<file path="src/rtl/tws_pkg.sv">
// Shared constants and types of the two-wire slave port.
package tws_pkg;

	// ------------------------------------------------------------
	// Byte framing
	// ------------------------------------------------------------
	localparam int         BYTE_BITS    = 8;
	localparam int         MSB_POS      = BYTE_BITS - 1;
	localparam int         RW_POS       = 0;
	localparam logic       RW_READ      = 1'b1;
	localparam logic [3:0] BIT_CNT_ZERO = 4'h0;
	localparam logic [3:0] BIT_CNT_ONE  = 4'h1;
	localparam logic [3:0] BIT_CNT_LAST = 4'h7;
	localparam logic [3:0] BIT_CNT_FULL = 4'h8;
	localparam logic [7:0] BYTE_ZERO    = 8'h00;
	localparam logic [7:0] BYTE_ONE     = 8'h01;

	// ------------------------------------------------------------
	// Addressing and commands
	// ------------------------------------------------------------
	// Fixed device identifier in the upper nibble; the value is arbitrary.
	localparam logic [3:0] DEV_ID        = 4'h5;
	// Pointer code of the commit-to-nonvolatile command.
	localparam logic [7:0] CMD_COMMIT_NV = 8'hc3;
	// Pointer of the bus-identity settings register.
	localparam logic [7:0] REG_BUS_ID    = 8'h20;

	// ------------------------------------------------------------
	// Line levels
	// ------------------------------------------------------------
	localparam logic [2:0] LINE_IDLE = 3'h7;
	localparam logic       PULL_LOW  = 1'b0;

	// ------------------------------------------------------------
	// Protocol states
	// ------------------------------------------------------------
	typedef enum logic [2:0] {
		ST_IDLE,
		ST_ADDR,
		ST_ACK_ADDR,
		ST_RX,
		ST_ACK_RX,
		ST_TX,
		ST_ACK_TX
	} tws_state_e;

endpackage

</file>
<file path="src/rtl/tws_pin_sync.sv">
// Two-stage synchroniser and edge finder for the clock and data lines.
module tws_pin_sync (
	// Clock and reset
	input  wire logic clk_i,
	input  wire logic rst_i,
	// Bus pins
	input  wire logic scl_pin_i,
	input  wire logic sda_pin_i,
	// Synchronised levels and edges
	output logic      scl_o,
	output logic      sda_o,
	output logic      scl_rise_o,
	output logic      scl_fall_o,
	output logic      sda_rise_o,
	output logic      sda_fall_o
);
	import tws_pkg::*;

	typedef struct packed {
		logic [2:0] scl;
		logic [2:0] sda;
	} tws_sync_s;

	localparam tws_sync_s SYNC_RESET = '{scl: LINE_IDLE, sda: LINE_IDLE};

	tws_sync_s q_r;
	tws_sync_s q_nxt;

	// ------------------------------------------------------------
	// Shift chain
	// ------------------------------------------------------------
	// Stage 0 is read only by stage 1; edges come from stages 1 and 2.
	always_comb begin
		q_nxt     = q_r;
		q_nxt.scl = {q_r.scl[1:0], scl_pin_i};
		q_nxt.sda = {q_r.sda[1:0], sda_pin_i};
	end

	always_ff @(posedge clk_i) begin
		if (rst_i) begin
			q_r <= SYNC_RESET;
		end else begin
			q_r <= q_nxt;
		end
	end

	assign scl_o      = q_r.scl[1];
	assign sda_o      = q_r.sda[1];
	assign scl_rise_o = q_r.scl[1] & ~q_r.scl[2];
	assign scl_fall_o = ~q_r.scl[1] & q_r.scl[2];
	assign sda_rise_o = q_r.sda[1] & ~q_r.sda[2];
	assign sda_fall_o = ~q_r.sda[1] & q_r.sda[2];

endmodule // tws_pin_sync

</file>
<file path="src/rtl/tws_slave.sv">
// Two-wire serial slave port: conditions, addressing, byte transfer and acknowledge.
//
// Overview of operation
// - Data falling while clock high is a start condition.
// - Data rising while clock high is a stop condition ending the transfer.
// - Data changes only while clock low; one clock pulse per bit.
// - Bytes are eight bits; the receiver acknowledges in a ninth slot.
// - No limit on bytes between start and stop.
// - Works at both 100kHz and 400kHz bus clock.
// - Acknowledge holds data low through the whole ninth clock high phase.
// - While nonvolatile write is busy, every request gets a not-acknowledge.
// - After the master's final not-acknowledge, the slave releases the data line.
// - Writes: address byte, then data bytes, each acknowledged by the slave.
// - Reads: slave acknowledges address, sends bytes; master refuses the last.
// - Repeated start ends one transfer and begins the next at once.
// - Address is compared in hardware after the first byte; direction is only stored.
// - Read direction makes the slave transmit on data, clock still from master.
// - First byte holds fixed identifier, programmable address bits, and direction.
// - Lines are open-drain; the slave only pulls data low or releases.
// - Three bus-identity bits set the address; changes commit to nonvolatile at once.
// - The commit command copies working registers to nonvolatile memory.
module tws_slave (
	// Clock and reset
	input  wire logic       clk_i,
	input  wire logic       rst_i,
	// Bus pins, open-drain
	input  wire logic       scl_i,
	input  wire logic       sda_i,
	output logic            sda_o,
	output logic            sda_oe_o,
	// Address and nonvolatile control
	input  wire logic       bus_id_select_bit0_i,
	input  wire logic       bus_id_select_bit1_i,
	input  wire logic       bus_id_select_bit2_i,
	input  wire logic       deferred_nv_commit_flag_i,
	input  wire logic       nv_busy_i,
	output logic            nv_commit_o,
	// Register side
	output logic [7:0]      reg_ptr_o,
	output logic [7:0]      byte_idx_o,
	output logic [7:0]      wr_data_o,
	output logic            wr_stb_o,
	input  wire logic [7:0] rd_data_i,
	// Status
	output logic            busy_o,
	output logic            read_dir_o
);
	import tws_pkg::*;

	// ------------------------------------------------------------
	// State
	// ------------------------------------------------------------
	typedef struct packed {
		tws_pkg::tws_state_e st;
		logic [7:0]          shreg;
		logic [3:0]          bitcnt;
		logic                rw;
		logic                have_ptr;
		logic [7:0]          ptr;
		logic [7:0]          idx;
		logic                drive;
		logic                mst_ack;
		logic [7:0]          wr_data;
		logic                wr_stb;
		logic                commit;
	} tws_slave_s;

	localparam tws_slave_s SLAVE_RESET = '{
		st:       ST_IDLE,
		shreg:    BYTE_ZERO,
		bitcnt:   BIT_CNT_ZERO,
		rw:       1'b0,
		have_ptr: 1'b0,
		ptr:      BYTE_ZERO,
		idx:      BYTE_ZERO,
		drive:    1'b0,
		mst_ack:  1'b0,
		wr_data:  BYTE_ZERO,
		wr_stb:   1'b0,
		commit:   1'b0
	};

	tws_slave_s q_r;
	tws_slave_s q_nxt;

	logic scl_s;
	logic sda_s;
	logic scl_rise;
	logic scl_fall;
	logic sda_rise;
	logic sda_fall;
	logic start_cond;
	logic stop_cond;
	logic addr_match;

	// ------------------------------------------------------------
	// Pin synchronisation
	// ------------------------------------------------------------
	// At 100 MHz sampling, a 400kHz clock high phase spans over a
	// hundred cycles, so edges are seen well apart in both modes.
	tws_pin_sync u_sync (
		.clk_i      (clk_i),
		.rst_i      (rst_i),
		.scl_pin_i  (scl_i),
		.sda_pin_i  (sda_i),
		.scl_o      (scl_s),
		.sda_o      (sda_s),
		.scl_rise_o (scl_rise),
		.scl_fall_o (scl_fall),
		.sda_rise_o (sda_rise),
		.sda_fall_o (sda_fall)
	);

	// ------------------------------------------------------------
	// Bus conditions and address decode
	// ------------------------------------------------------------
	assign start_cond = scl_s & sda_fall;
	assign stop_cond  = scl_s & sda_rise;

	// Identifier and selected address bits; the direction bit is left out.
	assign addr_match = (q_r.shreg[7:4] == DEV_ID) &&
	                    (q_r.shreg[3:1] == {bus_id_select_bit2_i,
	                                        bus_id_select_bit1_i,
	                                        bus_id_select_bit0_i});

	// ------------------------------------------------------------
	// Protocol engine
	// ------------------------------------------------------------
	// Sampling on clock rise and driving on clock fall keeps the line
	// steady through each high phase; the synchroniser delay adds hold.
	always_comb begin
		q_nxt        = q_r;
		q_nxt.wr_stb = 1'b0;
		q_nxt.commit = 1'b0;
		// In a write the index moves on only after the strobe, so each byte is stored
		// at its own position and the first one lands on index zero.
		if (q_r.wr_stb) begin
			q_nxt.idx = q_r.idx + BYTE_ONE;
		end
		if (start_cond) begin
			// A repeated start keeps the pointer for a following read.
			q_nxt.st       = ST_ADDR;
			q_nxt.bitcnt   = BIT_CNT_ZERO;
			q_nxt.have_ptr = 1'b0;
			q_nxt.idx      = BYTE_ZERO;
			q_nxt.drive    = 1'b0;
		end else if (stop_cond) begin
			q_nxt.st    = ST_IDLE;
			q_nxt.drive = 1'b0;
		end else begin
			unique case (q_r.st)
				ST_IDLE: begin
					q_nxt.drive = 1'b0;
				end
				ST_ADDR, ST_RX: begin
					if (scl_rise) begin
						// Bits arrive most significant first.
						q_nxt.shreg  = {q_r.shreg[6:0], sda_s};
						q_nxt.bitcnt = q_r.bitcnt + BIT_CNT_ONE;
					end else if (scl_fall && q_r.bitcnt == BIT_CNT_FULL) begin
						q_nxt.bitcnt = BIT_CNT_ZERO;
						if (q_r.st == ST_ADDR) begin
							if (addr_match && !nv_busy_i) begin
								q_nxt.drive = 1'b1;
								q_nxt.rw    = q_r.shreg[RW_POS];
								q_nxt.st    = ST_ACK_ADDR;
							end else begin
								// Leaving the line released is the refusal.
								q_nxt.st = ST_IDLE;
							end
						end else begin
							q_nxt.drive = 1'b1;
							q_nxt.st    = ST_ACK_RX;
							if (!q_r.have_ptr) begin
								q_nxt.ptr      = q_r.shreg;
								q_nxt.have_ptr = 1'b1;
								q_nxt.idx      = BYTE_ZERO;
								q_nxt.commit   = (q_r.shreg == CMD_COMMIT_NV);
							end else begin
								// The index only wraps; byte count is open.
								q_nxt.wr_data = q_r.shreg;
								q_nxt.wr_stb  = 1'b1;
								q_nxt.commit  = !deferred_nv_commit_flag_i ||
								                (q_r.ptr == REG_BUS_ID);
							end
						end
					end
				end
				ST_ACK_ADDR: begin
					if (scl_fall) begin
						q_nxt.bitcnt = BIT_CNT_ZERO;
						if (q_r.rw == RW_READ) begin
							// Turn round and place the first bit at once.
							q_nxt.st    = ST_TX;
							q_nxt.shreg = rd_data_i;
							q_nxt.drive = !rd_data_i[MSB_POS];
						end else begin
							q_nxt.st    = ST_RX;
							q_nxt.drive = 1'b0;
						end
					end
				end
				ST_ACK_RX: begin
					if (scl_fall) begin
						q_nxt.st    = ST_RX;
						q_nxt.drive = 1'b0;
					end
				end
				ST_TX: begin
					if (scl_fall) begin
						if (q_r.bitcnt == BIT_CNT_LAST) begin
							// Free the line for the master's answer.
							q_nxt.st     = ST_ACK_TX;
							q_nxt.drive  = 1'b0;
							q_nxt.bitcnt = BIT_CNT_ZERO;
						end else begin
							q_nxt.shreg  = {q_r.shreg[6:0], 1'b0};
							q_nxt.drive  = !q_r.shreg[MSB_POS - 1];
							q_nxt.bitcnt = q_r.bitcnt + BIT_CNT_ONE;
						end
					end
				end
				ST_ACK_TX: begin
					if (scl_rise) begin
						q_nxt.mst_ack = !sda_s;
						if (!sda_s) begin
							q_nxt.idx = q_r.idx + BYTE_ONE;
						end
					end else if (scl_fall) begin
						if (q_r.mst_ack) begin
							q_nxt.st    = ST_TX;
							q_nxt.shreg = rd_data_i;
							q_nxt.drive = !rd_data_i[MSB_POS];
						end else begin
							q_nxt.st    = ST_IDLE;
							q_nxt.drive = 1'b0;
						end
					end
				end
			endcase
		end
	end

	always_ff @(posedge clk_i) begin
		if (rst_i) begin
			q_r <= SLAVE_RESET;
		end else begin
			q_r <= q_nxt;
		end
	end

	// ------------------------------------------------------------
	// Outputs
	// ------------------------------------------------------------
	// The clock line has no driver here, and data is only ever pulled low.
	assign sda_o       = PULL_LOW;
	assign sda_oe_o    = q_r.drive;
	assign nv_commit_o = q_r.commit;
	assign reg_ptr_o   = q_r.ptr;
	assign byte_idx_o  = q_r.idx;
	assign wr_data_o   = q_r.wr_data;
	assign wr_stb_o    = q_r.wr_stb;
	assign busy_o      = (q_r.st != ST_IDLE);
	assign read_dir_o  = q_r.rw;
endmodule // tws_slave
</file>
<file path="config.mk">
export PLATFORM = sky130hd
export DESIGN_NAME = tws_slave
export DESIGN_NICKNAME = d
export VERILOG_FILES = /design/src/rtl/tws_pkg.sv /design/src/rtl/tws_pin_sync.sv /design/src/rtl/tws_slave.sv
export SDC_FILE = /design/constraint.sdc
export NUM_CORES = 1
export LEC_CHECK = 0
export ABC_AREA = 1
export ABC_CLOCK_PERIOD_IN_PS = 2720
export BUFFER_PORTS_ARGS = -buffer_cell sky130_fd_sc_hd__buf_2
export CORE_MARGIN = 4
export CORE_UTILIZATION = 40
export CTS_BUF_LIST = sky130_fd_sc_hd__clkbuf_8 sky130_fd_sc_hd__clkbuf_16
export CTS_CLUSTER_DIAMETER = 40
export DETAILED_ROUTE_END_ITERATION = 10
export GPL_ROUTABILITY_DRIVEN = 0
export GPL_TIMING_DRIVEN = 0
export PLACE_DENSITY_LB_ADDON = 0.1
export SLEW_MARGIN = 20
export SYNTH_ARGS = -nofsm -noshare
export SYNTH_HDL_FRONTEND = slang
export SYNTH_SLANG_ARGS = --single-unit
</file>
<file path="constraint.sdc">
create_clock -name clk_i -period 2.72 [get_ports clk_i]
set_input_delay 0.408 -clock clk_i [delete_from_list [all_inputs] [get_ports clk_i]]
set_output_delay 0.408 -clock clk_i [all_outputs]
set_load 0.03 [all_outputs]
</file>
==> run metrics, run 1 <==
max-slew violation count 0; Skew-Pair Late Insertion Delay between 0.3 and 0.4 ns; Ys Warns 0; Die X 95.2 um; HPWL after DPL ~5.7 mm; f_max around 500 MHz; ys async rst share 0%; Net Count, Synth ~500; CP dominant cell by count nand2_1; net switching fraction of the power 45.3%; Root Buffer clkbuf_8; Layout Cells excl Fill 623; worst hold slack 0.279 ns; drt wl/cell ~12 um; Seq pwr share between 30% and 40%; top cells by area, synth dfxtp_1 (34%), nand2_1 (14%), nor2_1 (8.1%); Design Power between 2 and 3 mW; H-tree Lvls 2; fin util between 40% and 50%; Placed Area roughly 0.0034 mm^2; Power Density ~760 mW/mm^2; unrepaired setup endpoints after global routing false; max_cap viols 0; Synth Area per Inst 6.46 um^2; grt total ovfl 0; Fin Clk Skew 0.0122 ns; total I/O pin count 47; crit path DAT 2.26 ns; Cell variety after synth 31; worst setup margin roughly 0.71 ns; port bufs 45; top cells by count, synth nand2_1 (111), nor2_1 (66), inv_1 (52); most common flop cell mapped by yosys dfxtp_1; Post-CTS Resized 0; crit share post-route 73.9%; Final ANT Viol Nets 0; CP peak stage delay roughly 0.46 ns; top-area cell type share of the netlist area about a third; worst endpoint required time about 3 ns; layout cells sized above 1 a little over a fifth; flops & latches, synth around 50; Post-synth EDFFs 0; via count a little under 3000; initial antenna violation count 0; CTS Hold Buffers Added 0; CTS tree done; register area share after synthesis between 30% and 40%; DR iter-0 viols 110; post-place setup slack about 0.77 ns; vias in the first global route 2647; Via density between 4 and 5; Setup-failing EPs final 0; CP Max Fanout 6; Worst-path clk slew 0.11 ns; chip height around 95 um; critical path class reg2reg; first-pass GRT wire length 12.3 mm; post-synth top area cell dfxtp_1; Post-Syn Area a little over 0.003 mm^2; post-route design area between 0.003 and 0.004 mm^2; final setup TNS 0 ns; CP Cell Sequence inv_1 > ha_1 > nand2_1 > inv_1 > nand3_1 > nor2_1 > nor2_1 > nand3_1 > nand2_1 > nand2_1 > a21oi_1; sw power ~1.2 mW; most frequent cell after synthesis nand2_1; Post CTS Setup Buffer Count 0; leakage between 1.5 and 2 nW; ANT cells 0; DP Cell Count between 600 and 700; pin count of the biggest net entering global routing 19; Total GRT Usage 17.2%; combinational share of power between 40% and 50%; status finished clean; Hold WC Path Type in2reg; first-pass detailed-route iteration total 4; Layout Nets between 500 and 600; critical path's slowest cell nor2_1; area delta synth->final 14.6%; Int Pwr approximately 1.4 mW; die area between 0.009 and 0.01 mm^2; clock power share 17.5%; CP Launch Type flip-flop; TritonCTS buffer count 5; row cnt 31; drt total wl 7.26 mm; Setup crit end kind flip-flop; Residual DRC 0; final hold vios 0; Max Buffers Root-to-Sink 2; min Tclk post-route 2.01 ns; core area 0.00733 mm^2; Slew headroom around three fifths; Initial Util between 40% and 50%; worst vdd ir 0.488 mV; Clock Sinks a little over 50; worst-margin pin slew approximately 0.6 ns; Mapped Cells 471
-- worst max-delay path, delay by kind of cell, from the launching register on --
kind | cells | cell delay [ns]
adder cells (fa/ha/maj) | 1 | 0.20
flip-flops | 1 | 0.40
AND/OR/NAND/NOR | 7 | 1.11
buffers and inverters | 2 | 0.11
AO/OA/AOI/OAI | 1 | 0.12
-- final timing paths --
check | startpoint | endpoint | slack (ns) | cells after the start
max | q_r[30]$_SDFFE_PP0P_ | byte_idx_o[6]$_SDFF_PP0_ | 0.71 | 11
min | scl_i | u_sync.q_nxt[4]$_SDFF_PP1_ | 0.28 | 2
max reg2reg | q_r[30]$_SDFFE_PP0P_ | byte_idx_o[6]$_SDFF_PP0_ | 0.71 | 11
min reg2reg | u_sync.q_nxt[4]$_SDFF_PP1_ | u_sync.scl_o$_SDFF_PP1_ | 0.42 | 1
-- metal layers --
metal / up-vias / routed length (um) / track usage, %
met5: - / 0 / 0
met4: 0 / 123 / 5.29
met3: 11 / 472 / 3.24
met2: 91 / 3140 / 27.5
met1: 1247 / 3520 / 23.3
li1: 1580 / - / -
-- layout make-up --
class / count / area [um^2]
plain buffers: 34 / 244
clock buffers: 5 / 68.8
clock inverters: 3 / 26.3
fillers: 783 / 3840
inverters: 57 / 214
multi-input cells: 329 / 1560
flip-flops and latches: 51 / 1020
well taps: 99 / 124
repair buffers: 45 / 225
-- sequential cells by signal (all words and copies together), names as in the netlist --
name	count
q_r	17
byte_idx_o	8
reg_ptr_o	8
wr_data_o	8
u_sync.q_nxt	2
u_sync.q_r	2
nv_commit_o	1
read_dir_o	1
sda_oe_o	1
u_sync.scl_o	1
u_sync.sda_o	1
wr_stb_o	1
-- layout by cell type, fill, tap and decap left out, types with 2 or more instances in the layout --
master	count
dfxtp_1	51
buf_4	25
a21oi_1	30
o21ai_0	37
nor3_1	6
inv_6	2
buf_1	2
a211oi_1	7
nand2_1	111
clkbuf_1	4
inv_1	52
nor2_2	3
nor4_1	3
a211oi_2	2
buf_6	3
nand3_1	33
nor2_4	3
buf_2	45
ha_1	3
inv_2	5
nor2_1	66
clkbuf_8	5
xnor2_1	2
nand2_2	7
xor2_1	2
or2_2	5
nand4_1	2
-- power by group through the flow --
stage | clock (mW) | sequential (mW) | combinational (mW)
after floorplan | 0 | 0.948 | 0.956
after CTS | 0.480 | 0.956 | 1.21
after detailed placement | 0 | 0.973 | 1.21
after global placement | 0 | 0.972 | 1.20
final | 0.463 | 0.959 | 1.22
after global routing | 0.507 | 0.977 | 1.38
-- kinds of logic (layout without fill, tap and decap cells) --
group           after synthesis  after routing  share of synthesized area [%]
other cells                   1              1                          0.123
fa+ha+maj                     3              3                           1.23
simple gates                242            242                           34.7
flops                        51             51                           33.6
buf+inv                      91            144                           15.0
compound gates               79             79                           14.2
xor+xnor                      4              4                           1.15
(Power assumes the default switching activity.)
==> run 2, diff against run 1 <==
- ABC_AREA: 1 -> 0
- ABC_CLOCK_PERIOD_IN_PS: 2720 -> 1700
- clock period: 2.72 -> 1.7 ns (I/O delays scaled with it)
==> run 2 against run 1 <==
The run now ends with setup timing left. Register-to-register slack worse by 0.92 ns. Via count shrank 2.7%. Maximum frequency up 5.3%. Non-clock buffer count rose by 41. Sequential power increased by 37%. Synthesized cell count fell by 21%. Clock power grew 61%. Clock skew decreased by 0.0011 ns. Total power increased by 38%. Critical path type unchanged. Largest power group unchanged.
==> run metrics, run 2 <==
grt total ovfl 0 (unchanged); top cells by count, synth dfxtp_1 (51), nor2_1 (48), nand2_1 (29) (was nand2_1 (111), nor2_1 (66), inv_1 (52)); total I/O pin count 47 (unchanged); drt total wl 7.99 mm (was 7.26 mm); ys async rst share 0% (unchanged); initial antenna violation count 0 (unchanged); most common flop cell mapped by yosys dfxtp_1 (unchanged); commonest cells after routing, fill and taps aside buf_2 (47), buf_4 (46), dfxtp_1 (46) (was nand2_1 (111), nor2_1 (66), inv_1 (52)); Clock Sinks 51 (unchanged); crit share post-route 112% (was 73.9%); Layout Nets 470 (was 543); worst vdd ir 0.393 mV (was 0.488 mV); CP Launch Type flip-flop (unchanged); Net Count, Synth 393 (was 491); Worst path top cell family by delay simple AND/OR/NAND/NOR gates (unchanged); Design Power 3.64 mW (was 2.64 mW); layout cells sized above 1 39.0% (was 20.8%); Largest Register q_r (unchanged); failing checks setup timing; Max Buffers Root-to-Sink 2 (unchanged); DR iter-0 viols 115 (was 110); FF-to-FF path depth 8 (was 11); Residual DRC 0 (unchanged); flop2flop setup slack -0.21 ns (was 0.71 ns); Largest register FFs 17 (unchanged); Post-synth EDFFs 0 (unchanged); HPWL after DPL 5.64 mm (was 5.68 mm); Synth Area in Compound Gates 16.1% (was 14.2%); worst endpoint required time 1.90 ns (was 2.97 ns); Setup-failing EPs final 39 (was 0); combinational share of power 43.6% (was 46.1%); CP Cell Sequence inv_2 > ha_4 > nand3b_1 > or3_4 > nor4b_4 > buf_6 > mux2i_1 > nor2_1 (was inv_1 > ha_1 > nand2_1 > inv_1 > nand3_1 > nor2_1 > nor2_1 > nand3_1 > nand2_1 > nand2_1 > a21oi_1); Hold WC Path Type in2reg (unchanged); core area 0.00733 mm^2 (unchanged); most common cell after layout, fill and taps aside buf_2 (was nand2_1); via count 2850 (was 2929); worst setup margin -0.207 ns (was 0.711 ns); port bufs 45 (unchanged); critical path depth 8 (was 11); max-slew violation count 0 (unchanged); sw power 1.41 mW (was 1.20 mW); CP peak stage delay 0.41 ns (was 0.46 ns); net switching fraction of the power 38.9% (was 45.3%); Synth Area per Inst 8.21 um^2 (was 6.46 um^2); top cells by area, synth dfxtp_1 (33%), mux2i_1 (7.2%), buf_4 (6.6%) (was dfxtp_1 (34%), nand2_1 (14%), nor2_1 (8.1%)); post-synth top area cell dfxtp_1 (unchanged); hold path depth 2 (unchanged); Seq pwr share 35.9% (was 36.4%); leakage 1.58 nW (was 1.70 nW); Post-Syn Area 0.00306 mm^2 (was 0.00304 mm^2); fin util 54.3% (was 47.6%); drt wl/cell 14.5 um (was 11.7 um); critical path's slowest cell or3_4 (was nor2_1); clock power share 20.5% (was 17.5%); Worst Path Buf+Inv 2 (unchanged); Skew-Pair Late Insertion Delay 0.31 ns (about the same); H-tree Lvls 2 (unchanged); Slew headroom 54.1% (was 60.2%); RR Endpoint wr_data_o[5]$_SDFFE_PP0P_ (was byte_idx_o[6]$_SDFF_PP0_); Cell variety after synth 62 (was 31); proportion of synthesized area in mux cells 7.19% (was 0%); flops & latches, synth 51 (unchanged); f_max 524 MHz (was 498 MHz); most frequent cell after synthesis dfxtp_1 (was nand2_1); ANT cells 0 (unchanged); Setup crit end kind flip-flop (unchanged); status complete, but fails checks (was finished clean); area delta synth->final 29.9% (was 14.6%); TritonCTS buffer count 5 (unchanged); Final ANT Viol Nets 0 (unchanged); Die X 95.5 um (was 95.2 um); max_cap viols 0 (unchanged); worst-margin pin slew 0.686 ns (was 0.597 ns); register area share after synthesis 33.3% (was 33.6%); Initial Util 41.8% (was 41.5%); die area 0.00912 mm^2 (was 0.00907 mm^2); Reg2Reg Launch Point q_r[30]$_SDFFE_PP0P_ (unchanged); HP Start sda_i (was scl_i); top-area cell type share of the netlist area 33.3% (was 33.6%); Adder-Cell Fraction of Synth Area 1.23% (about the same); min Tclk post-route 1.91 ns (was 2.01 ns); pin count of the biggest net entering global routing 18 (was 19); vias in the first global route 2654 (was 2647); final hold vios 0 (unchanged); Post-Synth Simple-Gate Area 27.0% (was 34.7%); Via density 5.18 (was 4.70); first-pass GRT wire length 13.2 mm (was 12.3 mm); Int Pwr 2.23 mW (was 1.44 mW); first-pass detailed-route iteration total 4 (unchanged); CP Max Fanout 8 (was 6); CTS tree done (unchanged); crit path DAT 2.11 ns (was 2.26 ns); Worst-path clk slew 0.11 ns (about the same); largest family of logic cells by synthesized area simple AND/OR/NAND/NOR gates (unchanged); Ys Warns 0 (unchanged); Hold Path End u_sync.q_nxt[1]$_SDFF_PP1_ (was u_sync.q_nxt[4]$_SDFF_PP1_); XOR/XNOR Fraction of Synth Area 3.72% (was 1.15%); chip height 95.5 um (was 95.2 um); Fin Clk Skew 0.0110 ns (was 0.0122 ns); critical path class reg2reg (unchanged); Power Density 915 mW/mm^2 (was 757 mW/mm^2); Mapped Cells 373 (was 471); Total GRT Usage 18.3% (was 17.2%); row cnt 31 (unchanged); Root Buffer clkbuf_8 (unchanged); unrepaired setup endpoints after global routing true (was false)
## run 2: changes by cell type after synthesis, moves of 8 or more
cell | before | now
nand2_1 | 111 | 29
inv_1 | 52 | 6
o21ai_0 | 37 | 14
mux2i_1 | 0 | 22
nand3_1 | 33 | 15
nor2_1 | 66 | 48
a21oi_1 | 30 | 14
clkbuf_1 | 4 | 17
a311oi_1 | 0 | 8
## run 2: timing repair
| action | 4_1_cts | 5_1_grt |
|---|---|---|
| resized for setup | 51 | 29 |
| hold buffers | 0 | 0 |
| endpoints found under the hold margin | 0 | 0 |
| pin swaps | 26 | 21 |
| cloned | 1 | 0 |
| endpoints found under the setup margin | 44 | 44 |
| setup buffers | 23 | 4 |
## run 2: routing by layer
layer	wire length (um)	vias up	GRT usage, %
met5	0	-	0
met3	280	8	3.00
met1	3750	1349	23.8
li1	-	1449	-
met4	71	0	3.91
met2	3890	44	31.8
## run 2: layout make-up
class,count,area (um^2)
Sequential cell,51,1030
Tap cell,99,124
Fill cell,701,3350
Clock inverter,3,22.5
Clock buffer,5,68.8
Multi-Input combinational cell,266,1910
Buffer,47,335
Inverter,6,22.5
Timing Repair Buffer,73,459
## run 2: cells by family (layout without fill, tap and decap cells)
| logic type | count (synthesis) | after routing |
|---|---|---|
| AO/OA/AOI/OAI | 69 | 69 |
| XOR/XNOR | 13 | 13 |
| adder cells (fa/ha/maj) | 3 | 3 |
| buffers and inverters | 56 | 134 |
| flip-flops | 51 | 51 |
| multiplexers | 22 | 22 |
| other | 1 | 1 |
| AND/OR/NAND/NOR | 158 | 158 |
## run 2: power by group through the flow
stage | combinational, mW | sequential (mW) | clock (mW)
floorplan | 0.947 | 1.33 | 0
global placement | 1.23 | 1.33 | 0
detailed placement | 1.24 | 1.33 | 0
CTS | 1.45 | 1.30 | 0.767
global route | 1.73 | 1.31 | 0.802
finish | 1.59 | 1.31 | 0.746
## run 2: metrics by stage
| step | hold WS, ns | area (um^2) | std cells | setup WS [ns] | setup TNS, ns |
|---|---|---|---|---|---|
| 5_1_grt | 0.111 | 3980 | 550 | -0.305 | -8.99 |
| 3_5_place_dp | 0.397 | 3430 | 517 | -0.366 | -10.79 |
| 2_1_floorplan | 0.359 | 3080 | 373 | -0.133 | -2.17 |
| 3_3_place_gp | 0.390 | 3430 | 517 | -0.346 | -10.34 |
| 4_1_cts | 0.109 | 3840 | 546 | -0.279 | -6.60 |
| 6_report | 0.115 | 3980 | 550 | -0.207 | -5.79 |
## run 2: worst reg2reg max path, stage by stage (launching register included)
cell and delay [ns]:
dfxtp_4 0.36, inv_2 0.06, ha_4 0.12, nand3b_1 0.14
or3_4 0.41, nor4b_4 0.29, buf_6 0.19, mux2i_1 0.19
nor2_1 0.06
## run 2: how the worst max path moves through the flow
stage                                 start                        end  slack [ns]
detailed placement  u_sync.scl_o$_SDFF_PP1_   byte_idx_o[7]$_SDFF_PP0_       -0.37
global placement       q_r[30]$_SDFFE_PP0P_  wr_data_o[0]$_SDFFE_PP0P_       -0.35
global route           q_r[30]$_SDFFE_PP0P_  wr_data_o[5]$_SDFFE_PP0P_       -0.30
CTS                    q_r[30]$_SDFFE_PP0P_  wr_data_o[5]$_SDFFE_PP0P_       -0.28
finish                 q_r[30]$_SDFFE_PP0P_  wr_data_o[5]$_SDFFE_PP0P_       -0.21
floorplan              q_r[44]$_SDFFE_PP0P_  wr_data_o[1]$_SDFFE_PP0P_       -0.13
